## src/hdl/acs_pkg.sv

```systemverilog
// Constants, carriers and state layout for the accumulator saturation and status block.
package acs_pkg;

  localparam int ACC_W = 40;
  localparam int WORD_W = 16;
  localparam int IRQ_W = 3;

  //////////////////////////////////////////////////////////////////////////////
  // Register byte offsets.
  localparam logic [7:0] OFF_SR = 8'h00;
  localparam logic [7:0] OFF_CORE = 8'h04;
  localparam logic [7:0] OFF_INTC = 8'h08;
  localparam logic [7:0] OFF_ISTAT = 8'h0c;
  localparam logic [7:0] OFF_IMASK = 8'h10;
  localparam logic [7:0] OFF_ACCA_LO = 8'h14;
  localparam logic [7:0] OFF_ACCA_HI = 8'h18;
  localparam logic [7:0] OFF_ACCB_LO = 8'h1c;
  localparam logic [7:0] OFF_ACCB_HI = 8'h20;
  localparam logic [7:0] OFF_ALU_RES = 8'h24;

  //////////////////////////////////////////////////////////////////////////////
  // Field positions.
  localparam int SR_C = 0;
  localparam int SR_Z = 1;
  localparam int SR_OV = 2;
  localparam int SR_N = 3;
  localparam int SR_RA = 4;
  localparam int SR_IPL_LO = 5;
  localparam int SR_DC = 8;
  localparam int SR_SAB = 10;
  localparam int SR_OAB = 11;
  localparam int SR_SB = 12;
  localparam int SR_SA = 13;
  localparam int SR_OB = 14;
  localparam int SR_OA = 15;
  localparam int CORE_IPL3 = 3;
  localparam int CORE_SAT31 = 4;
  localparam int CORE_SATB = 6;
  localparam int CORE_SATA = 7;
  localparam int INTC_TRAP_EN = 8;
  localparam int INTC_NEST_DIS = 15;
  localparam int IRQ_CLIP_A = 0;
  localparam int IRQ_CLIP_B = 1;
  localparam int IRQ_TRAP = 2;

  //////////////////////////////////////////////////////////////////////////////
  // Values.
  localparam logic [15:0] SR_RESET = 16'h0000;
  localparam logic [2:0] IPL_USER_OFF = 3'h7;
  localparam logic [39:0] SAT39_POS = 40'h7fffffffff;
  localparam logic [39:0] SAT39_NEG = 40'h8000000000;
  localparam logic [39:0] SAT31_POS = 40'h007fffffff;
  localparam logic [39:0] SAT31_NEG = 40'hff80000000;

  typedef enum logic [1:0] {ACS_MODE_WRAP, ACS_MODE_SAT39, ACS_MODE_SAT31} acs_sat_mode_t;

  typedef struct packed {
    logic valid;
    logic byte_mode;
    logic subtract;
    logic with_carry;
    logic affects_z;
    logic [15:0] opa;
    logic [15:0] opb;
  } acs_alu_op_t;

  typedef struct packed {
    logic dc;
    logic n;
    logic ov;
    logic z;
    logic c;
    logic [15:0] result;
  } acs_alu_res_t;

  typedef struct packed {
    logic valid;
    logic sel_b;
    logic subtract;
    logic [39:0] operand;
  } acs_acc_op_t;

  typedef struct packed {
    logic [39:0] value;
    logic clip;
    logic guard;
  } acs_acc_res_t;

  typedef struct packed {
    logic [15:0] sr;
    logic ipl3;
    logic sat31;
    logic sat_a;
    logic sat_b;
    logic nest_dis;
    logic trap_en;
    logic [2:0] irq_stat;
    logic [2:0] irq_mask;
    logic [39:0] acc_a;
    logic [39:0] acc_b;
    logic [15:0] alu_result;
    logic [3:0] ipl_eff;
    logic user_int_off;
    logic irq;
    logic trap;
    logic [31:0] hrdata;
    logic wr_pend;
    logic [7:0] wr_addr;
    logic hreadyout;
    logic hresp;
  } acs_state_t;

  localparam acs_state_t ACS_STATE_RESET = '{hreadyout: 1'b1, sr: SR_RESET, default: '0};

endpackage : acs_pkg

```

## src/hdl/acs_status_core.sv

```systemverilog
// Status word, accumulator saturation and AHB-Lite register access.
`timescale 1ns/10ps
module acs_status_core (
  input wire logic hclk,
  input wire logic hresetn,
  input wire logic clk_en,
  input wire logic hsel,
  input wire logic [31:0] haddr,
  input wire logic [1:0] htrans,
  input wire logic hwrite,
  input wire logic [2:0] hsize,
  input wire logic [31:0] hwdata,
  input wire logic hready,
  output logic [31:0] hrdata,
  output logic hreadyout,
  output logic hresp,
  input wire acs_pkg::acs_alu_op_t alu_op,
  input wire acs_pkg::acs_acc_op_t acc_op,
  input wire logic repeat_busy,
  output logic [15:0] cpu_status_word,
  output logic [39:0] acc_a,
  output logic [39:0] acc_b,
  output logic [15:0] alu_result,
  output logic [3:0] ipl_effective,
  output logic user_int_disable,
  output logic arith_warning_trap,
  output logic irq
);
  import acs_pkg::*;

  acs_state_t st;
  acs_state_t nx;
  acs_alu_res_t alu_res;
  acs_acc_res_t ares;
  acs_sat_mode_t mode_sel;
  logic rd_req;
  logic wr_req;
  logic clip_new;
  logic [IRQ_W-1:0] events;

  //////////////////////////////////////////////////////////////////////////////
  // Decoding of the saturation mode, shared by both accumulators.
  function automatic acs_sat_mode_t acs_mode(input logic sat_en, input logic sat31);
    acs_sat_mode_t m;
    if (!sat_en) begin
      m = ACS_MODE_WRAP;
    end else if (sat31) begin
      m = ACS_MODE_SAT31;
    end else begin
      m = ACS_MODE_SAT39;
    end
    return m;
  endfunction : acs_mode

  // One pass of an accumulator through the sign-extended 41-bit adder and saturation logic.
  function automatic acs_acc_res_t acc_step(input logic [39:0] acc, input acs_acc_op_t op,
                                            input acs_sat_mode_t mode);
    acs_acc_res_t r;
    logic [40:0] ext;
    logic [40:0] sum;
    logic ovf39;
    logic ovf31;
    ext = {op.operand[39], op.operand};
    sum = op.subtract ? ({acc[39], acc} - ext) : ({acc[39], acc} + ext);
    ovf39 = (sum[40] != sum[39]);
    ovf31 = !((&sum[40:31]) || !(|sum[40:31]));
    r.value = sum[39:0];
    r.clip = ovf39;
    r.guard = 1'b0;
    case (mode)
      ACS_MODE_WRAP: begin
        r.value = sum[39:0];
        r.clip = ovf39;
        r.guard = !((&sum[39:31]) || !(|sum[39:31]));
      end
      ACS_MODE_SAT39: begin
        if (ovf39) begin
          r.value = sum[40] ? SAT39_NEG : SAT39_POS;
        end
        r.clip = ovf39;
        r.guard = !((&r.value[39:31]) || !(|r.value[39:31]));
      end
      ACS_MODE_SAT31: begin
        if (ovf31) begin
          r.value = sum[40] ? SAT31_NEG : SAT31_POS;
        end
        r.clip = ovf31;
        // Guard bits only carry the sign of bit 31 in this mode, so guard excess never shows.
        r.guard = 1'b0;
      end
      default: begin
        r.value = sum[39:0];
      end
    endcase
    return r;
  endfunction : acc_step

  // Register read mux; unmapped addresses return zero.
  function automatic logic [31:0] reg_read(input acs_state_t s, input logic [7:0] a);
    logic [31:0] d;
    d = '0;
    case (a)
      OFF_SR: d[15:0] = s.sr;
      OFF_CORE: begin
        d[CORE_IPL3] = s.ipl3;
        d[CORE_SAT31] = s.sat31;
        d[CORE_SATB] = s.sat_b;
        d[CORE_SATA] = s.sat_a;
      end
      OFF_INTC: begin
        d[INTC_TRAP_EN] = s.trap_en;
        d[INTC_NEST_DIS] = s.nest_dis;
      end
      OFF_ISTAT: d[IRQ_W-1:0] = s.irq_stat;
      OFF_IMASK: d[IRQ_W-1:0] = s.irq_mask;
      OFF_ACCA_LO: d = s.acc_a[31:0];
      OFF_ACCA_HI: d[7:0] = s.acc_a[39:32];
      OFF_ACCB_LO: d = s.acc_b[31:0];
      OFF_ACCB_HI: d[7:0] = s.acc_b[39:32];
      OFF_ALU_RES: d[15:0] = s.alu_result;
      default: d = '0;
    endcase
    return d;
  endfunction : reg_read

  //////////////////////////////////////////////////////////////////////////////
  // Flag generation for the word/byte ALU.
  acs_alu_flags u_alu_flags (
    .op(alu_op),
    .c_in(st.sr[SR_C]),
    .z_in(st.sr[SR_Z]),
    .res(alu_res)
  );

  //////////////////////////////////////////////////////////////////////////////
  // Next-state logic.
  always_comb begin
    nx = st;
    rd_req = hsel && hready && htrans[1] && !hwrite && (haddr[31:8] == 24'h000000);
    wr_req = hsel && hready && htrans[1] && hwrite && (haddr[31:8] == 24'h000000);
    mode_sel = acc_op.sel_b ? acs_mode(st.sat_b, st.sat31) : acs_mode(st.sat_a, st.sat31);
    ares = acc_step(acc_op.sel_b ? st.acc_b : st.acc_a, acc_op, mode_sel);
    clip_new = 1'b0;
    events = '0;
    if (clk_en) begin
      nx.hreadyout = 1'b1;
      nx.hresp = 1'b0;

      // Writes land at the end of their data phase; hwdata is only valid there.
      if (st.wr_pend) begin
        case (st.wr_addr)
          OFF_SR: begin
            nx.sr[SR_C] = hwdata[SR_C];
            nx.sr[SR_Z] = hwdata[SR_Z];
            nx.sr[SR_OV] = hwdata[SR_OV];
            nx.sr[SR_N] = hwdata[SR_N];
            nx.sr[SR_DC] = hwdata[SR_DC];
            if (!st.nest_dis) begin
              nx.sr[SR_IPL_LO+:3] = hwdata[SR_IPL_LO+:3];
            end
            // Software can only clear the sticky clip flags.
            nx.sr[SR_SA] = st.sr[SR_SA] & hwdata[SR_SA];
            nx.sr[SR_SB] = st.sr[SR_SB] & hwdata[SR_SB];
          end
          OFF_CORE: begin
            nx.ipl3 = hwdata[CORE_IPL3];
            nx.sat31 = hwdata[CORE_SAT31];
            nx.sat_b = hwdata[CORE_SATB];
            nx.sat_a = hwdata[CORE_SATA];
          end
          OFF_INTC: begin
            nx.trap_en = hwdata[INTC_TRAP_EN];
            nx.nest_dis = hwdata[INTC_NEST_DIS];
          end
          OFF_ISTAT: nx.irq_stat = st.irq_stat & ~hwdata[IRQ_W-1:0];
          OFF_IMASK: nx.irq_mask = hwdata[IRQ_W-1:0];
          OFF_ACCA_LO: nx.acc_a[31:0] = hwdata;
          OFF_ACCA_HI: nx.acc_a[39:32] = hwdata[7:0];
          OFF_ACCB_LO: nx.acc_b[31:0] = hwdata;
          OFF_ACCB_HI: nx.acc_b[39:32] = hwdata[7:0];
          OFF_ALU_RES: nx.alu_result = hwdata[15:0];
          default: nx.wr_pend = 1'b0;
        endcase
      end
      nx.wr_pend = wr_req;
      nx.wr_addr = haddr[7:0];
      // Reads sample the state before a write in the same edge's data phase.
      if (rd_req) begin
        nx.hrdata = reg_read(st, haddr[7:0]);
      end

      // The ALU updates after the software write, so a hardware result wins.
      if (alu_op.valid) begin
        nx.alu_result = alu_res.result;
        nx.sr[SR_DC] = alu_res.dc;
        nx.sr[SR_N] = alu_res.n;
        nx.sr[SR_OV] = alu_res.ov;
        nx.sr[SR_Z] = alu_res.z;
        nx.sr[SR_C] = alu_res.c;
      end
      nx.sr[SR_RA] = repeat_busy;

      if (acc_op.valid) begin
        if (acc_op.sel_b) begin
          nx.acc_b = ares.value;
          nx.sr[SR_OB] = ares.guard;
          clip_new = ares.clip && !st.sr[SR_SB];
          nx.sr[SR_SB] = nx.sr[SR_SB] | ares.clip;
          events[IRQ_CLIP_B] = ares.clip;
        end else begin
          nx.acc_a = ares.value;
          nx.sr[SR_OA] = ares.guard;
          clip_new = ares.clip && !st.sr[SR_SA];
          nx.sr[SR_SA] = nx.sr[SR_SA] | ares.clip;
          events[IRQ_CLIP_A] = ares.clip;
        end
      end
      nx.trap = clip_new && st.trap_en && (mode_sel == ACS_MODE_WRAP);
      events[IRQ_TRAP] = nx.trap;

      nx.sr[SR_OAB] = nx.sr[SR_OA] | nx.sr[SR_OB];
      nx.sr[SR_SAB] = nx.sr[SR_SA] | nx.sr[SR_SB];
      nx.sr[9] = 1'b0;

      // A new event beats a software clear landing on the same edge.
      nx.irq_stat = nx.irq_stat | events;
      nx.irq = |(nx.irq_stat & nx.irq_mask);
      nx.ipl_eff = {nx.ipl3, nx.sr[SR_IPL_LO+:3]};
      nx.user_int_off = nx.ipl3 || (nx.sr[SR_IPL_LO+:3] == IPL_USER_OFF);
    end
  end

  //////////////////////////////////////////////////////////////////////////////
  // State register.
  always_ff @(posedge hclk or negedge hresetn) begin
    if (!hresetn) begin
      st <= ACS_STATE_RESET;
    end else begin
      st <= nx;
    end
  end

  assign hrdata = st.hrdata;
  assign hreadyout = st.hreadyout;
  assign hresp = st.hresp;
  assign cpu_status_word = st.sr;
  assign acc_a = st.acc_a;
  assign acc_b = st.acc_b;
  assign alu_result = st.alu_result;
  assign ipl_effective = st.ipl_eff;
  assign user_int_disable = st.user_int_off;
  assign arith_warning_trap = st.trap;
  assign irq = st.irq;

endmodule : acs_status_core

```

## src/hdl/acs_alu_flags.sv

```systemverilog
// Word and byte adder with the status flags it produces.
`timescale 1ns/10ps
module acs_alu_flags (
  input wire acs_pkg::acs_alu_op_t op,
  input wire logic c_in,
  input wire logic z_in,
  output acs_pkg::acs_alu_res_t res
);
  import acs_pkg::*;

  logic [15:0] b_eff;
  logic cin;
  logic [16:0] sum;
  logic [8:0] lo;
  logic [4:0] nib;
  logic zero;

  always_comb begin
    b_eff = op.subtract ? ~op.opb : op.opb;
    // Carry set means no borrow, so a plain subtract feeds a one in.
    cin = op.with_carry ? c_in : op.subtract;
    sum = {1'b0, op.opa} + {1'b0, b_eff} + {16'h0000, cin};
    lo = {1'b0, op.opa[7:0]} + {1'b0, b_eff[7:0]} + {8'h00, cin};
    nib = {1'b0, op.opa[3:0]} + {1'b0, b_eff[3:0]} + {4'h0, cin};
    res.result = sum[15:0];
    if (op.byte_mode) begin
      res.dc = nib[4];
      res.c = lo[8];
      res.n = sum[7];
      res.ov = (op.opa[7] == b_eff[7]) && (sum[7] != op.opa[7]);
      zero = (sum[7:0] == 8'h00);
    end else begin
      res.dc = lo[8];
      res.c = sum[16];
      res.n = sum[15];
      res.ov = (op.opa[15] == b_eff[15]) && (sum[15] != op.opa[15]);
      zero = (sum[15:0] == 16'h0000);
    end
    // Carry-chained operations may only clear zero, so multiword results test as one.
    if (!op.affects_z) begin
      res.z = z_in;
    end else if (op.with_carry) begin
      res.z = z_in & zero;
    end else begin
      res.z = zero;
    end
  end

endmodule : acs_alu_flags

```

## config.mk

```make
export PLATFORM = sky130hd
export DESIGN_NAME = acs_status_core
export DESIGN_NICKNAME = d
export VERILOG_FILES = /design/src/hdl/acs_pkg.sv /design/src/hdl/acs_status_core.sv /design/src/hdl/acs_alu_flags.sv
export SDC_FILE = /design/constraint.sdc
export NUM_CORES = 1
export LEC_CHECK = 0
export BUFFER_PORTS_ARGS = -buffer_cell sky130_fd_sc_hd__buf_4
export CAP_MARGIN = 20
export CORE_ASPECT_RATIO = 1.25
export CORE_MARGIN = 1
export CORE_UTILIZATION = 55
export DETAILED_ROUTE_END_ITERATION = 12
export PLACE_DENSITY = 0.87
export SYNTH_ARGS = -nofsm -noshare
export SYNTH_HDL_FRONTEND = slang
export SYNTH_SLANG_ARGS = --single-unit
```

## constraint.sdc

```tcl
create_clock -name hclk -period 7 [get_ports hclk]
set_input_delay 1.4 -clock hclk [delete_from_list [all_inputs] [get_ports hclk]]
set_output_delay 1.4 -clock hclk [all_outputs]
set_load 0.02 [all_outputs]
```

======== Word-level counts from Yosys, hierarchy flattened ========
Index checks and enable logic that the tools add are counted.
operators by class
  add/subtract/negate cells ............... 8
  multipliers ............................. 0
  div/mod/pow operators ................... 0
  magnitude comparators ................... 0
  eq/ne operators ......................... 33
  shifts and indexed selects .............. 0
  mux-type cells .......................... 66
  bitwise operators ....................... 12
  reductions and logical operators ........ 44
operators by type and width
  operator                                             number
  two-way mux 40 bit                                   8
  two-way mux 112 bit                                  2
  two-way mux 80 bit                                   1
  one-hot mux 40 bit (2 select lines)                  1
  equality test 8 x 5 -> 1 bit, second input constant  8
  two-way mux 32 bit                                   2
  two-way mux 16 bit                                   3
  adder 40 x 40 -> 41 bit                              1
  two-way mux 41 bit                                   1
  subtractor 40 x 40 -> 41 bit                         1
  equality test 8 x 4 -> 1 bit, second input constant  4
  equality test 8 x 6 -> 1 bit, second input constant  4
  two-way mux 4 bit                                    8
  one-hot mux 16 bit (2 select lines)                  1
  one-hot mux 2 bit (7 select lines)                   2
  logical NOT 24 bit                                   1
  logical NOT 8 bit                                    3
  one-hot mux 3 bit (8 select lines)                   1
  one-hot mux 6 bit (4 select lines)                   1
  two-way mux 2 bit                                    10
  AND reduction 9 bit                                  2
  OR reduction 9 bit                                   2
  adder 16 x 16 -> 17 bit                              1
  adder 17 x 1 -> 17 bit                               1
  36 further kinds                                     94
storage, ports and cells
  flip-flop bits (word level) ............. 171
  bits in latches ......................... 0
  bits in writable memories ............... 0
  bits in read-only memories .............. 0
  input bits .............................. 156
  word-level logic and storage cells ...... 184
  memories kept ........................... 0

======== Longest topological paths before layout ========
Gate-level depths: netlist of the first run.
  depth after elaboration ................. 20
  mapped depth ............................ 27

======== Modules after synthesis ========
A second synthesis of the first run with hierarchy kept.
unflattened totals
  cells, all modules ...................... 1760
  area total of the unflattened synthesis .. 14518.9 µm²
modules (own cells, without submodules)
  module           times used  cells each  area an instance (µm²)
  acs_status_core  1           1575        13230.2
  acs_alu_flags    1           185         1288.7

======== Worst setup path before layout of the first run ========
Ideal clock, no wire load.
  path kind ............................... input -> register
  start point ............................. in acc_op[14] (netlist name)
  end point ............................... reg st, in the netlist acc_b[36]
  library setup time ...................... 104 ps
  data arrival time ....................... 7066 ps
  data required time ...................... 6896 ps
  slack ................................... -170 ps
  stages .................................. 24
  path buffers ............................ 1
  path through ............................ or4_4 > or3_4 > or3_4 > nor4_1 > nor2b_1 > nor2b_1 > a21oi_1 > xnor2_1 > ha_1 > clkbuf_1 > a21o_1 > a21o_1 > a21oi_1 > o21a_1 > a21oi_1 > o41ai_2 > xor2_2 > ha_1 > inv_1 > or4_1 > a21bo_2 > a21oi_2 > o21ai_1 > a221oi_1
on the way
  longest elaborated chain between the ends .. 9
ends and longest elaborated chain
  element                                                                         line                    source
  from (decl)                                                                     acs_status_core.sv:18   input wire acs_pkg::acs_acc_op_t acc_op,
  adder 40 x 40 -> 41 bit / subtractor 40 x 40 -> 41 bit (equally long branches)  acs_status_core.sv:64   sum = op.subtract ? ({acc[39], acc} - ext) : ({acc[39], acc} + ext);
  two-way mux 41 bit *                                                            acs_status_core.sv:64
  OR reduction 10 bit                                                             acs_status_core.sv:66   ovf31 = !((&sum[40:31]) || !(|sum[40:31]));
  logical NOT 1 bit                                                               acs_status_core.sv:66
  logical OR 1 bit                                                                acs_status_core.sv:66
  two-way mux 40 bit                                                              acs_status_core.sv:84   if (ovf31) begin
  one-hot mux 40 bit (2 select lines) *                                           acs_status_core.sv:70   case (mode)
  two-way mux 40 bit *                                                            acs_status_core.sv:204  if (acc_op.sel_b) begin
  two-way mux 80 bit *                                                            acs_status_core.sv:203  if (acc_op.valid) begin
  to (signal assigned)                                                            acs_status_core.sv:239  st <= nx;
  to (decl)                                                                       acs_status_core.sv:31   acs_state_t st;
Mark *: on every way between the ends. The rest lies on a longest branch, timed or not. The select of a mux whose other input is x is not followed.
A chain may end at the register's enable or synchronous reset.

======== Worst setup path after layout of the first run ========
  start point ............................. in acc_op[14] (netlist name)
  end point ............................... reg st, in the netlist acc_a[22]
Same word-level chain as after synthesis.

==> flow_results.xml, run 1 <==
<?xml version="1.0" encoding="UTF-8"?>
<metrics>
  <group name="outcome">
    <metric name="status" unit="">finished clean</metric>
  </group>
  <group name="clock_tree">
    <metric name="insertion_delay" unit="ps">460</metric>
    <metric name="buffer_levels_on_the_longest_clock_path" unit="">2</metric>
    <metric name="cts_inserted_buffers" unit="">17</metric>
    <metric name="cts.clk_slew.worst_paths" unit="ps">70</metric>
    <metric name="cts_tree" unit="">done</metric>
    <metric name="holdBufCountCts" unit="">0</metric>
    <metric name="htree_levels" unit="">4</metric>
    <metric name="cts.sink_count" unit="">167</metric>
    <metric name="clock-root-buffer" unit="">clkbuf_16</metric>
  </group>
  <group name="global_routing">
    <metric name="global_route.peak_usage_layer" unit="">met2</metric>
    <metric name="groute.layer.met2.usage" unit="%">63.0</metric>
    <metric name="grt-ovfl-total" unit="">0</metric>
    <metric name="grt_pass1_wl" unit="um">76700</metric>
    <metric name="grt.met3_usage" unit="%">8.50</metric>
    <metric name="first_global_vias" unit="">14300</metric>
    <metric name="track_usage" unit="%">38.6</metric>
    <metric name="grt_antenna_before_repair" unit="">0</metric>
    <metric name="grt_start_max_net_pins" unit="">107</metric>
    <metric name="grt_util_met1" unit="%">44.5</metric>
  </group>
  <group name="sta">
    <metric name="fin_skew" unit="ps">13.5</metric>
    <metric name="worst-slew-pin-transition" unit="ps">1100</metric>
    <metric name="final-max-slew-violation-count" unit="">0</metric>
    <metric name="timing.final.setup_violations" unit="">0</metric>
    <metric name="final.period_utilization" unit="%">99.3</metric>
    <metric name="worst_slew_slack_as_a_fraction_of_its_limit" unit="%">26.2</metric>
    <metric name="final_period_minus_worst_setup_slack" unit="ps">6950</metric>
    <metric name="grt_setup_unrepaired" unit="">yes</metric>
    <metric name="hold_viol_final" unit="">0</metric>
    <metric name="fmax" unit="MHz">144</metric>
  </group>
  <group name="placement">
    <metric name="portBuffers" unit="">301</metric>
    <metric name="dpl.hpwl" unit="um">37200</metric>
    <metric name="routabilityCongestion" unit="">0.971</metric>
    <metric name="place_area" unit="sq um">16300</metric>
  </group>
  <group name="floorplanning">
    <metric name="start_util" unit="%">56.4</metric>
    <metric name="die-area" unit="sq um">25900</metric>
    <metric name="io_pins" unit="">309</metric>
    <metric name="core_rows" unit="">64</metric>
    <metric name="die-height" unit="um">180</metric>
    <metric name="die-width" unit="um">144</metric>
    <metric name="core_area" unit="sq um">24700</metric>
  </group>
  <group name="drt">
    <metric name="dr.pass1.iters" unit="">7</metric>
    <metric name="number_of_vias_in_the_routed_layout" unit="">14500</metric>
    <metric name="count_of_nets_left_with_antenna_violations_after_detail_routing" unit="">0</metric>
    <metric name="viasPerCell" unit="">6.43</metric>
    <metric name="first_drt_iteration_drcs" unit="">1453</metric>
    <metric name="routed_wirelength" unit="um">50700</metric>
    <metric name="drt_drc_violations_left" unit="">0</metric>
    <metric name="wl_per_cell" unit="um">22.4</metric>
  </group>
  <group name="synthesis">
    <metric name="share_of_flip_flops_with_an_asynchronous_set_or_reset" unit="%">100</metric>
    <metric name="synth.ff_latch_count" unit="">167</metric>
    <metric name="syn-mean-instance-area" unit="sq um">8.28</metric>
    <metric name="ys_dominant_reg_cell" unit="">dfrtp_1</metric>
    <metric name="seq_area_frac_synth" unit="%">30.0</metric>
    <metric name="number_of_distinct_library_cells_after_synthesis" unit="">80</metric>
    <metric name="synth_enable_flop_cells" unit="">0</metric>
    <metric name="ys.warnings.count" unit="">0</metric>
    <metric name="netlist_instances" unit="">1681</metric>
    <metric name="post_synth_instance_area" unit="sq um">13900</metric>
  </group>
  <group name="cells_and_area">
    <metric name="final_core_util" unit="%">69.8</metric>
    <metric name="layout.filler_cells" unit="">1957</metric>
    <metric name="total_non_filler_cell_area_in_the_finished_layout" unit="sq um">17200</metric>
    <metric name="num-nets-final" unit="">2139</metric>
    <metric name="final_common_cell" unit="">buf_4</metric>
    <metric name="layout-area-overhead-vs-synth" unit="%">23.7</metric>
    <metric name="drive_gt1_share" unit="%">31.4</metric>
    <metric name="mostFrequentLayoutCells" unit="">buf_4 (439), a21oi_1 (170), dfrtp_1 (167), nand2_1 (138), nor2_1 (127)</metric>
    <metric name="antenna_cells" unit="">0</metric>
  </group>
  <group name="worst_setup_path">
    <metric name="worst_setup_path_endpoint" unit="">acc_a[22]$_DFFE_PN0P_</metric>
    <metric name="critPathMaxStageDelay" unit="ps">540</metric>
    <metric name="slowest_stage_cell_cp" unit="">or4_4</metric>
    <metric name="cp.arrival" unit="ps">7310</metric>
    <metric name="critPathMaxFanout" unit="">15</metric>
    <metric name="reg2reg_setup_slack" unit="ps">1710</metric>
    <metric name="reg2reg_from" unit="">acc_b[0]$_DFFE_PN0P_</metric>
    <metric name="critPathKind" unit="">input port to flop</metric>
    <metric name="worstSetupStartpoint" unit="">acc_op[14]</metric>
    <metric name="reg2regPathDepth" unit="">21</metric>
    <metric name="crit_path_start_kind" unit="">input port</metric>
    <metric name="crit_path_frequent_cell" unit="">buf_4</metric>
    <metric name="end_kind" unit="">flop</metric>
    <metric name="worstReg2RegEnd" unit="">acc_a[22]$_DFFE_PN0P_</metric>
    <metric name="cp.required" unit="ps">7370</metric>
  </group>
  <group name="pwr">
    <metric name="ir_worst_vdd" unit="mV">0.231</metric>
    <metric name="power.density" unit="nW/um^2">406</metric>
    <metric name="power.switching" unit="uW">3270</metric>
    <metric name="internal_power" unit="uW">3710</metric>
    <metric name="share_of_power_burned_in_registers" unit="%">23.3</metric>
    <metric name="power.combinational.fraction" unit="%">62.0</metric>
    <metric name="power.share.clock" unit="%">14.7</metric>
    <metric name="leakage_dissipation" unit="uW">0.00764</metric>
    <metric name="swShare" unit="%">46.8</metric>
  </group>
  <group name="run">
    <metric name="maximum_capacitance_violations" unit="">0</metric>
  </group>
  <group name="min_path">
    <metric name="worst_hold_path_type" unit="">flop to flop</metric>
    <metric name="min-delay-start" unit="">alu_result[10]$_DFFE_PN0P_</metric>
  </group>
</metrics>
==> critical path, delay by kind of cell <==
kind,cells,cell delay (ps)
AOI/OAI and AO/OA,7,1610
adders and majority gates,2,490
xor gates and xnor gates,2,410
buffers and inverters,6,850
and+or+nand+nor,10,2560
==> sequential cells by signal, indices dropped and copies added, names as in the netlist <==
| signal | cells |
|---|---|
| st | 21 |
| cpu_status_word | 12 |
| irq | 1 |
| alu_result | 16 |
| arith_warning_trap | 1 |
| user_int_disable | 1 |
| hrdata | 32 |
| acc_a | 40 |
| acc_b | 40 |
| ipl_effective | 3 |
==> synth_stat cells, types with 14 or more instances <==
library cell,count,area share [%]
nor3_1,35,1.3
dfrtp_1,167,30
nor2b_1,15,0.67
a31oi_1,23,1.0
nand3_1,31,1.1
a21o_1,14,0.76
a21oi_1,183,6.6
ha_1,62,5.6
o22ai_1,79,3.6
inv_1,48,1.3
a22oi_1,38,2.1
mux2_2,59,4.8
nor4_1,17,0.76
nand2b_1,19,0.85
nand2_1,141,3.8
buf_4,150,8.1
xor2_1,36,2.3
o21ai_0,67,2.4
clkbuf_1,67,1.8
nor2_1,131,3.5
xnor2_1,60,3.8
nand4_1,18,0.81
==> layer usage <==
layer,wire [um],part of all wire (%),up-vias
met4,3710,7.3,0
met5,0,0,-
li1,-,-,6476
met2,24000,47,974
met3,5020,9.9,234
met1,18000,35,6850
==> layout make-up <==
type / instances / area [sq um] / area share, %
multi-input combinational: 1236 / 8340 / 48.5
sequential: 167 / 4180 / 24.3
timing repair buffer: 448 / 3450 / 20.1
clock buffer: 17 / 425 / 2.47
tap: 330 / 413 / 2.40
clock inverter: 15 / 209 / 1.21
inverter: 48 / 180 / 1.05
==> power groups by stage <==
stage,clock network (uW),registers (uW),logic (uW)
after detailed placement,0,1620,4070
final,1030,1620,4330
after CTS,1030,1600,4100
after global routing,1070,1650,4670
after global placement,0,1610,3980
after floorplan,0,1450,2850
==> logic make-up after synthesis <==
logic type	after synthesis	synth area share, %
xor gates and xnor gates	97	6.16
adders and majority gates	65	6.01
muxes	72	5.71
buffers and inverters	279	11.7
AOI/OAI and AO/OA	529	24.1
other	2	0.0540
DFF	167	30.0
and+or+nand+nor	470	16.2
==> metrics by stage <==
stage	worst slack (ps)	TNS (ps)	hold WS [ps]	power, uW	cells
3_5_place_dp	-358	-26250	502	5690	2219
3_3_place_gp	-310	-22200	491	5590	2219
6_report	52.3	0	520	6980	2261
5_1_grt	-167	-6700	540	7390	2261
4_1_cts	55.6	0	520	6730	2251
2_1_floorplan	65.6	0	460	4300	1682
==> timing repair <==
item,4_1_cts,5_1_grt
setup endpoints to repair,0,88
buffers inserted,0,6
gates resized for setup,0,47
==> how the worst min path moves through the flow <==
stage | cells after the start | end | slack [ps]
floorplan | 2 | st[151]$_DFFE_PN0P_ | 460
global placement | 2 | alu_result[4]$_DFFE_PN0P_ | 490
detailed placement | 1 | st[9]$_DFFE_PN0P_ | 500
CTS | 1 | st[9]$_DFFE_PN0P_ | 520
global route | 1 | st[9]$_DFFE_PN0P_ | 540
finish | 2 | alu_result[10]$_DFFE_PN0P_ | 520
Note: power is estimated with default switching activity, not from simulation.
==> inputs of run 2 (changes only) <==
--- a/config.mk
+++ b/config.mk
@@ -10,6 +10,7 @@
 export CORE_ASPECT_RATIO = 1.25
 export CORE_MARGIN = 1
 export CORE_UTILIZATION = 55
+export CTS_BUF_LIST = sky130_fd_sc_hd__clkbuf_4
 export DETAILED_ROUTE_END_ITERATION = 12
 export PLACE_DENSITY = 0.87
 export SYNTH_ARGS = -nofsm -noshare
==> run 2 against run 1 <==
Against the previous run:
- routed wire length down 2.9%
- hold slack improved by 16 ps
- sequential power hardly changed
- clock power is 35% lower
- sequential share of layout area rose by 0.84 points
- combinational power fell by 3%
- critical path depth shrank 1
- critical path type unchanged
- critical endpoint unchanged
- largest cell class unchanged
==> flow_results.xml, run 2 (synthesized netlist as in run 1, its figures left out) <==
<?xml version="1.0" encoding="UTF-8"?>
<metrics>
  <group name="cells_and_area">
    <metric name="layout-area-overhead-vs-synth" unit="%">19.5</metric>
    <metric name="layout.filler_cells" unit="">2061</metric>
    <metric name="final-instance-count-excl-fill" unit="">2255</metric>
    <metric name="mostFrequentLayoutCells" unit="">buf_4 (436), a21oi_1 (182), dfrtp_1 (167), nand2_1 (141), nor2_1 (129)</metric>
    <metric name="final_common_cell" unit="">buf_4</metric>
    <metric name="drive_gt1_share" unit="%">29.4</metric>
    <metric name="num-nets-final" unit="">2130</metric>
  </group>
  <group name="drt">
    <metric name="routed_wirelength" unit="um">49200</metric>
    <metric name="wl_per_cell" unit="um">21.8</metric>
    <metric name="count_of_nets_left_with_antenna_violations_after_detail_routing" unit="">0</metric>
    <metric name="viasPerCell" unit="">6.33</metric>
    <metric name="first_drt_iteration_drcs" unit="">1404</metric>
    <metric name="drt_drc_violations_left" unit="">0</metric>
    <metric name="number_of_vias_in_the_routed_layout" unit="">14300</metric>
    <metric name="dr.pass1.iters" unit="">6</metric>
  </group>
  <group name="min_path">
    <metric name="hold_path_end" unit="">alu_result[10]$_DFFE_PN0P_</metric>
    <metric name="min-delay-start" unit="">alu_result[10]$_DFFE_PN0P_</metric>
    <metric name="worst_hold_path.num_cells" unit="">2</metric>
    <metric name="worst_hold_path_type" unit="">flop to flop</metric>
  </group>
  <group name="clock_tree">
    <metric name="htree_levels" unit="">4</metric>
    <metric name="buffer_levels_on_the_longest_clock_path" unit="">2</metric>
    <metric name="clock-root-buffer" unit="">clkbuf_4</metric>
    <metric name="cts_inserted_buffers" unit="">17</metric>
    <metric name="insertion_delay" unit="ps">650</metric>
    <metric name="cts_tree" unit="">done</metric>
    <metric name="cts.sink_count" unit="">167</metric>
    <metric name="holdBufCountCts" unit="">0</metric>
    <metric name="cts.clk_slew.worst_paths" unit="ps">150</metric>
  </group>
  <group name="worst_setup_path">
    <metric name="critPathMaxFanout" unit="">15</metric>
    <metric name="cp.required" unit="ps">7550</metric>
    <metric name="reg2regPathDepth" unit="">21</metric>
    <metric name="end_kind" unit="">flop</metric>
    <metric name="reg2reg_from" unit="">acc_a[0]$_DFFE_PN0P_</metric>
    <metric name="cp.arrival" unit="ps">7340</metric>
    <metric name="critPathKind" unit="">input port to flop</metric>
    <metric name="reg2reg_setup_slack" unit="ps">1690</metric>
    <metric name="worstReg2RegEnd" unit="">acc_a[22]$_DFFE_PN0P_</metric>
    <metric name="crit_path_start_kind" unit="">input port</metric>
  </group>
  <group name="global_routing">
    <metric name="grt_antenna_before_repair" unit="">2</metric>
    <metric name="first_global_vias" unit="">14200</metric>
    <metric name="grt_pass1_wl" unit="um">76200</metric>
    <metric name="grt-ovfl-total" unit="">0</metric>
    <metric name="grt_start_max_net_pins" unit="">107</metric>
    <metric name="track_usage" unit="%">38.4</metric>
  </group>
  <group name="placement">
    <metric name="dpl.hpwl" unit="um">37200</metric>
    <metric name="routabilityCongestion" unit="">0.971</metric>
    <metric name="dp.cells" unit="">2219</metric>
    <metric name="dp_worst_setup_slack" unit="ps">-358</metric>
    <metric name="portBuffers" unit="">301</metric>
  </group>
  <group name="floorplanning">
    <metric name="die-width" unit="um">144</metric>
    <metric name="io_pins" unit="">309</metric>
    <metric name="core_rows" unit="">64</metric>
    <metric name="start_util" unit="%">56.4</metric>
    <metric name="die-area" unit="sq um">25900</metric>
    <metric name="die-height" unit="um">180</metric>
    <metric name="core_area" unit="sq um">24700</metric>
  </group>
  <group name="sta">
    <metric name="worst_slew_slack_as_a_fraction_of_its_limit" unit="%">21.5</metric>
    <metric name="final.period_utilization" unit="%">96.9</metric>
    <metric name="final-max-slew-violation-count" unit="">0</metric>
    <metric name="final_period_minus_worst_setup_slack" unit="ps">6780</metric>
    <metric name="hold_viol_final" unit="">0</metric>
    <metric name="fmax" unit="MHz">147</metric>
    <metric name="worst-slew-pin-transition" unit="ps">1170</metric>
    <metric name="worst_case_setup_margin_in_the_final_layout" unit="ps">216</metric>
    <metric name="fin_skew" unit="ps">28.0</metric>
    <metric name="grt_setup_unrepaired" unit="">yes</metric>
    <metric name="timing.final.setup_violations" unit="">0</metric>
    <metric name="tns" unit="ps">0</metric>
  </group>
  <group name="outcome">
    <metric name="status" unit="">finished clean</metric>
  </group>
  <group name="pwr">
    <metric name="power.total" unit="uW">6470</metric>
    <metric name="ir_worst_vdd" unit="mV">0.191</metric>
    <metric name="leakage_dissipation" unit="uW">0.00741</metric>
    <metric name="power.density" unit="nW/um^2">389</metric>
  </group>
  <group name="run">
    <metric name="maximum_capacitance_violations" unit="">0</metric>
  </group>
</metrics>
-- run 2: through the flow --
step | hold WS [ps] | utilization, % | instance area (sq um)
3_5_place_dp | 502 | 65.9 | 16300
2_1_floorplan | 460 | - | 13900
5_1_grt | 560 | 67.4 | 16600
3_3_place_gp | 491 | 65.9 | 16300
4_1_cts | 538 | 67.3 | 16600
6_report | 537 | 67.4 | 16600
-- run 2: power by group --
| part | internal (uW) | switching [uW] |
|---|---|---|
| logic | 1870 | 2310 |
| clock network | 235 | 430 |
| registers | 1230 | 389 |
-- run 2: repair_timing --
action,in CTS,in global routing
endpoints found under the setup margin,0,46
gates resized for setup,0,4
buffers inserted,0,1
-- run 2: how the worst max path moves through the flow --
stage                          start               endpoint  slack [ps]
after floorplan           acc_op[14]  acc_b[36]$_DFFE_PN0P_          70
after global placement    acc_op[14]  acc_a[15]$_DFFE_PN0P_        -310
after detailed placement  acc_op[14]  acc_a[21]$_DFFE_PN0P_        -360
after CTS                 acc_op[14]  acc_a[22]$_DFFE_PN0P_         300
after global routing      acc_op[14]  acc_b[15]$_DFFE_PN0P_           4
final                     acc_op[14]  acc_a[22]$_DFFE_PN0P_         220
-- run 2: routing by layer --
metal  wire length, um  track usage, %
met3              4700            8.12
met5                 0               0
met2             23400            62.6
met1             17700            44.5
met4              3410            26.6
-- run 2: cell type report --
class | count | area (sq um) | area share [%]
antenna | 3 | 7.51 | 0.0451
clock inverter | 15 | 209 | 1.26
sequential | 167 | 4180 | 25.1
inverter | 48 | 180 | 1.08
tap | 330 | 413 | 2.48
clock buffer | 17 | 128 | 0.767
multi-input combinational | 1236 | 8190 | 49.2
timing repair buffer | 439 | 3320 | 20.0
-- run 2: worst max-delay path, stage by stage --
cell	delay (ps)
buf_4	120
or4_4	550
or3_4	350
or3_4	350
nor4_2	280
buf_4	170
nor2b_4	200
a21oi_1	110
xnor2_1	150
ha_1	330
a21oi_1	150
o31ai_1	130
nand2b_1	180
o211ai_1	370
a21oi_1	150
o41ai_2	350
xor2_2	210
ha_1	170
inv_1	30
or4_1	560
buf_4	170
and3_1	160
o21ai_2	140
buf_4	240
nand2_1	110
a21oi_1	190
==> inputs of run 3 (changes only) <==
--- a/config.mk
+++ b/config.mk
@@ -10,7 +10,7 @@
 export CORE_ASPECT_RATIO = 1.25
 export CORE_MARGIN = 1
 export CORE_UTILIZATION = 55
-export CTS_BUF_LIST = sky130_fd_sc_hd__clkbuf_4
+export CTS_BUF_LIST = sky130_fd_sc_hd__clkbuf_8
 export DETAILED_ROUTE_END_ITERATION = 12
 export PLACE_DENSITY = 0.87
 export SYNTH_ARGS = -nofsm -noshare
==> run 3 against run 2 <==
Against the previous run:
- the flow now finishes with violations (negative setup slack)
- count of clock-buffer cells in the layout unchanged
- non-clock buffer count increased by 9
- critical path depth increased by 2
- clock power increased by 18%
- total power increased by 5.1%
- sequential power about the same
- clock skew decreased by 11 ps
- global-route usage about the same
- core utilization increased by 2.1 points
- routed wire length increased by 3.7%
- critical path type unchanged
- critical endpoint is now acc_b[8]$_DFFE_PN0P_
- largest power group unchanged
==> flow_results.xml, run 3 (synthesized netlist as in run 1, its figures left out) <==
<?xml version="1.0" encoding="UTF-8"?>
<metrics>
  <group name="clock_tree">
    <metric name="cts.clk_slew.worst_paths" unit="ps">100</metric>
    <metric name="clock-root-buffer" unit="">clkbuf_8</metric>
    <metric name="cts.sink_count" unit="">167</metric>
    <metric name="htree_levels" unit="">4</metric>
    <metric name="buffer_levels_on_the_longest_clock_path" unit="">2</metric>
    <metric name="holdBufCountCts" unit="">0</metric>
    <metric name="cts_tree" unit="">done</metric>
    <metric name="cts_inserted_buffers" unit="">17</metric>
    <metric name="insertion_delay" unit="ps">510</metric>
  </group>
  <group name="pwr">
    <metric name="internal_power" unit="uW">3510</metric>
    <metric name="power.share.clock" unit="%">11.5</metric>
    <metric name="leakage_dissipation" unit="uW">0.00758</metric>
    <metric name="power.combinational.fraction" unit="%">64.7</metric>
    <metric name="share_of_power_burned_in_registers" unit="%">23.8</metric>
    <metric name="power.density" unit="nW/um^2">397</metric>
    <metric name="power.switching" unit="uW">3290</metric>
    <metric name="ir_worst_vdd" unit="mV">0.185</metric>
    <metric name="swShare" unit="%">48.4</metric>
  </group>
  <group name="min_path">
    <metric name="min-delay-start" unit="">alu_result[14]$_DFFE_PN0P_</metric>
    <metric name="hold_path_end" unit="">alu_result[14]$_DFFE_PN0P_</metric>
    <metric name="worst_hold_path_type" unit="">flop to flop</metric>
    <metric name="worst_hold_path.num_cells" unit="">2</metric>
  </group>
  <group name="drt">
    <metric name="dr.max_layer_used" unit="">met4</metric>
    <metric name="route.layer.met1.wl" unit="um">18300</metric>
    <metric name="routed_wirelength" unit="um">51000</metric>
    <metric name="count_of_nets_left_with_antenna_violations_after_detail_routing" unit="">0</metric>
    <metric name="wl_per_cell" unit="um">22.6</metric>
    <metric name="met2_wirelength" unit="um">24100</metric>
    <metric name="wl_met3" unit="um">4930</metric>
    <metric name="viasPerCell" unit="">6.47</metric>
    <metric name="number_of_vias_in_the_routed_layout" unit="">14600</metric>
    <metric name="drt_drc_violations_left" unit="">0</metric>
    <metric name="first_drt_iteration_drcs" unit="">1587</metric>
    <metric name="dr.pass1.iters" unit="">8</metric>
  </group>
  <group name="worst_setup_path">
    <metric name="critPathKind" unit="">input port to flop</metric>
    <metric name="critPathMaxStageDelay" unit="ps">540</metric>
    <metric name="critPathBufInv" unit="">7</metric>
    <metric name="reg2reg_from" unit="">acc_b[0]$_DFFE_PN0P_</metric>
    <metric name="crit_path_start_kind" unit="">input port</metric>
    <metric name="critPathMaxFanout" unit="">8</metric>
    <metric name="crit_path_frequent_cell" unit="">buf_4</metric>
    <metric name="reg2reg_setup_slack" unit="ps">1590</metric>
    <metric name="worstReg2RegEnd" unit="">acc_b[8]$_DFFE_PN0P_</metric>
    <metric name="cpLargestDelayFamily" unit="">simple AND/OR/NAND/NOR gates</metric>
    <metric name="cp.arrival" unit="ps">7430</metric>
    <metric name="reg2regPathDepth" unit="">22</metric>
    <metric name="slowest_stage_cell_cp" unit="">or4_4</metric>
    <metric name="cp.required" unit="ps">7430</metric>
    <metric name="end_kind" unit="">flop</metric>
  </group>
  <group name="placement">
    <metric name="dp.cells" unit="">2219</metric>
    <metric name="dpl.hpwl" unit="um">37200</metric>
    <metric name="portBuffers" unit="">301</metric>
    <metric name="routabilityCongestion" unit="">0.971</metric>
  </group>
  <group name="sta">
    <metric name="hold_viol_final" unit="">0</metric>
    <metric name="worst-slew-pin-transition" unit="ps">1140</metric>
    <metric name="worst_case_setup_margin_in_the_final_layout" unit="ps">-2.68</metric>
    <metric name="grt_setup_unrepaired" unit="">yes</metric>
    <metric name="fin_skew" unit="ps">17.0</metric>
    <metric name="timing.final.setup_violations" unit="">1</metric>
    <metric name="final_period_minus_worst_setup_slack" unit="ps">7000</metric>
    <metric name="fmax" unit="MHz">143</metric>
    <metric name="tns" unit="ps">-2.68</metric>
    <metric name="final.period_utilization" unit="%">100</metric>
    <metric name="worst_slew_slack_as_a_fraction_of_its_limit" unit="%">23.3</metric>
    <metric name="final_worst_hold_slack" unit="ps">523</metric>
    <metric name="final-max-slew-violation-count" unit="">0</metric>
  </group>
  <group name="outcome">
    <metric name="violations_in_the_final_reports" unit="">negative setup slack</metric>
    <metric name="status" unit="">finished, violations left</metric>
  </group>
  <group name="cells_and_area">
    <metric name="antenna_cells" unit="">0</metric>
    <metric name="num-nets-final" unit="">2139</metric>
    <metric name="final-instance-count-excl-fill" unit="">2261</metric>
    <metric name="mostFrequentLayoutCells" unit="">buf_4 (435), dfrtp_1 (167), a21oi_1 (146), nand2_1 (129), nor2_1 (127)</metric>
    <metric name="layout-area-overhead-vs-synth" unit="%">23.3</metric>
    <metric name="final_common_cell" unit="">buf_4</metric>
    <metric name="drive_gt1_share" unit="%">33.0</metric>
  </group>
  <group name="floorplanning">
    <metric name="die-width" unit="um">144</metric>
    <metric name="die-height" unit="um">180</metric>
    <metric name="start_util" unit="%">56.4</metric>
    <metric name="die-area" unit="sq um">25900</metric>
    <metric name="core_rows" unit="">64</metric>
    <metric name="core_area" unit="sq um">24700</metric>
    <metric name="io_pins" unit="">309</metric>
  </group>
  <group name="global_routing">
    <metric name="first_global_vias" unit="">14200</metric>
    <metric name="grt_start_max_net_pins" unit="">107</metric>
    <metric name="track_usage" unit="%">38.3</metric>
    <metric name="grt-ovfl-total" unit="">0</metric>
    <metric name="grt_pass1_wl" unit="um">76200</metric>
    <metric name="grt_antenna_before_repair" unit="">0</metric>
  </group>
  <group name="run">
    <metric name="maximum_capacitance_violations" unit="">0</metric>
  </group>
</metrics>
-- run 3: cell types whose count changed in the layout (fill, tap and decap cells not counted), sizes merged --
cell    change
buf         +6
clkbuf      +3
diode       -3
-- run 3: worst reg2reg max path, cell delays in order (launching register included) --
cell	delay, ps
dfrtp_1	460
mux2i_1	160
ha_1	190
inv_1	60
fa_1	430
a211oi_1	350
o21ai_1	190
a31oi_1	360
o31ai_4	110
o211ai_1	400
a21oi_1	150
o41ai_2	390
xor2_2	210
ha_1	180
inv_1	40
or4_4	530
buf_4	160
and3_1	180
o21ai_4	220
buf_6	140
buf_8	140
nand2_2	100
a21oi_2	190
-- run 3: final cells by class --
class / count / area, sq um
fillers: 1961 / 7510
inverters: 48 / 180
flip-flops and latches: 167 / 4180
repair buffers: 448 / 3500
clock inverters: 15 / 209
well taps: 330 / 413
multi-input cells: 1236 / 8440
clock buffers: 17 / 234
-- run 3: worst max path at each step --
stage | depth (start not counted) | end | slack, ps | from
after floorplan | 24 | acc_b[36]$_DFFE_PN0P_ | 70 | acc_op[14]
after global placement | 27 | acc_a[15]$_DFFE_PN0P_ | -310 | acc_op[14]
after detailed placement | 30 | acc_a[21]$_DFFE_PN0P_ | -360 | acc_op[14]
after CTS | 27 | acc_a[22]$_DFFE_PN0P_ | 140 | acc_op[14]
after global routing | 28 | acc_b[27]$_DFFE_PN0P_ | -180 | acc_op[14]
final | 28 | acc_b[8]$_DFFE_PN0P_ | -3 | acc_op[14]
-- run 3: repair_timing --
item                                    in CTS  in global routing
endpoints found under the setup margin       0                 85
setup buffers                                0                  5
gates resized for setup                      0                 84
endpoints found under the hold margin        0                  0
-- run 3: routing by layer --
layer	track usage, %	vias to the layer above
li1	-	6479
met1	44.7	6896
met2	63.4	989
met3	7.65	257
met4	24.9	0
met5	0	-
-- run 3: metrics by stage --
step	total power (uW)	area (sq um)	util (%)	worst slack (ps)
after floorplan	4300	13900	-	65.6
after CTS	6480	16700	67.7	143
after global placement	5590	16300	65.9	-310
after global routing	7200	17200	69.5	-181
final	6800	17200	69.5	-2.68
after detailed placement	5690	16300	65.9	-358
-- run 3: power groups by stage --
stage / registers [uW] / clock network, uW / logic, uW
2_1_floorplan: 1450 / 0 / 2850
3_3_place_gp: 1610 / 0 / 3980
3_5_place_dp: 1620 / 0 / 4070
4_1_cts: 1600 / 789 / 4100
5_1_grt: 1640 / 824 / 4730
6_report: 1620 / 784 / 4400
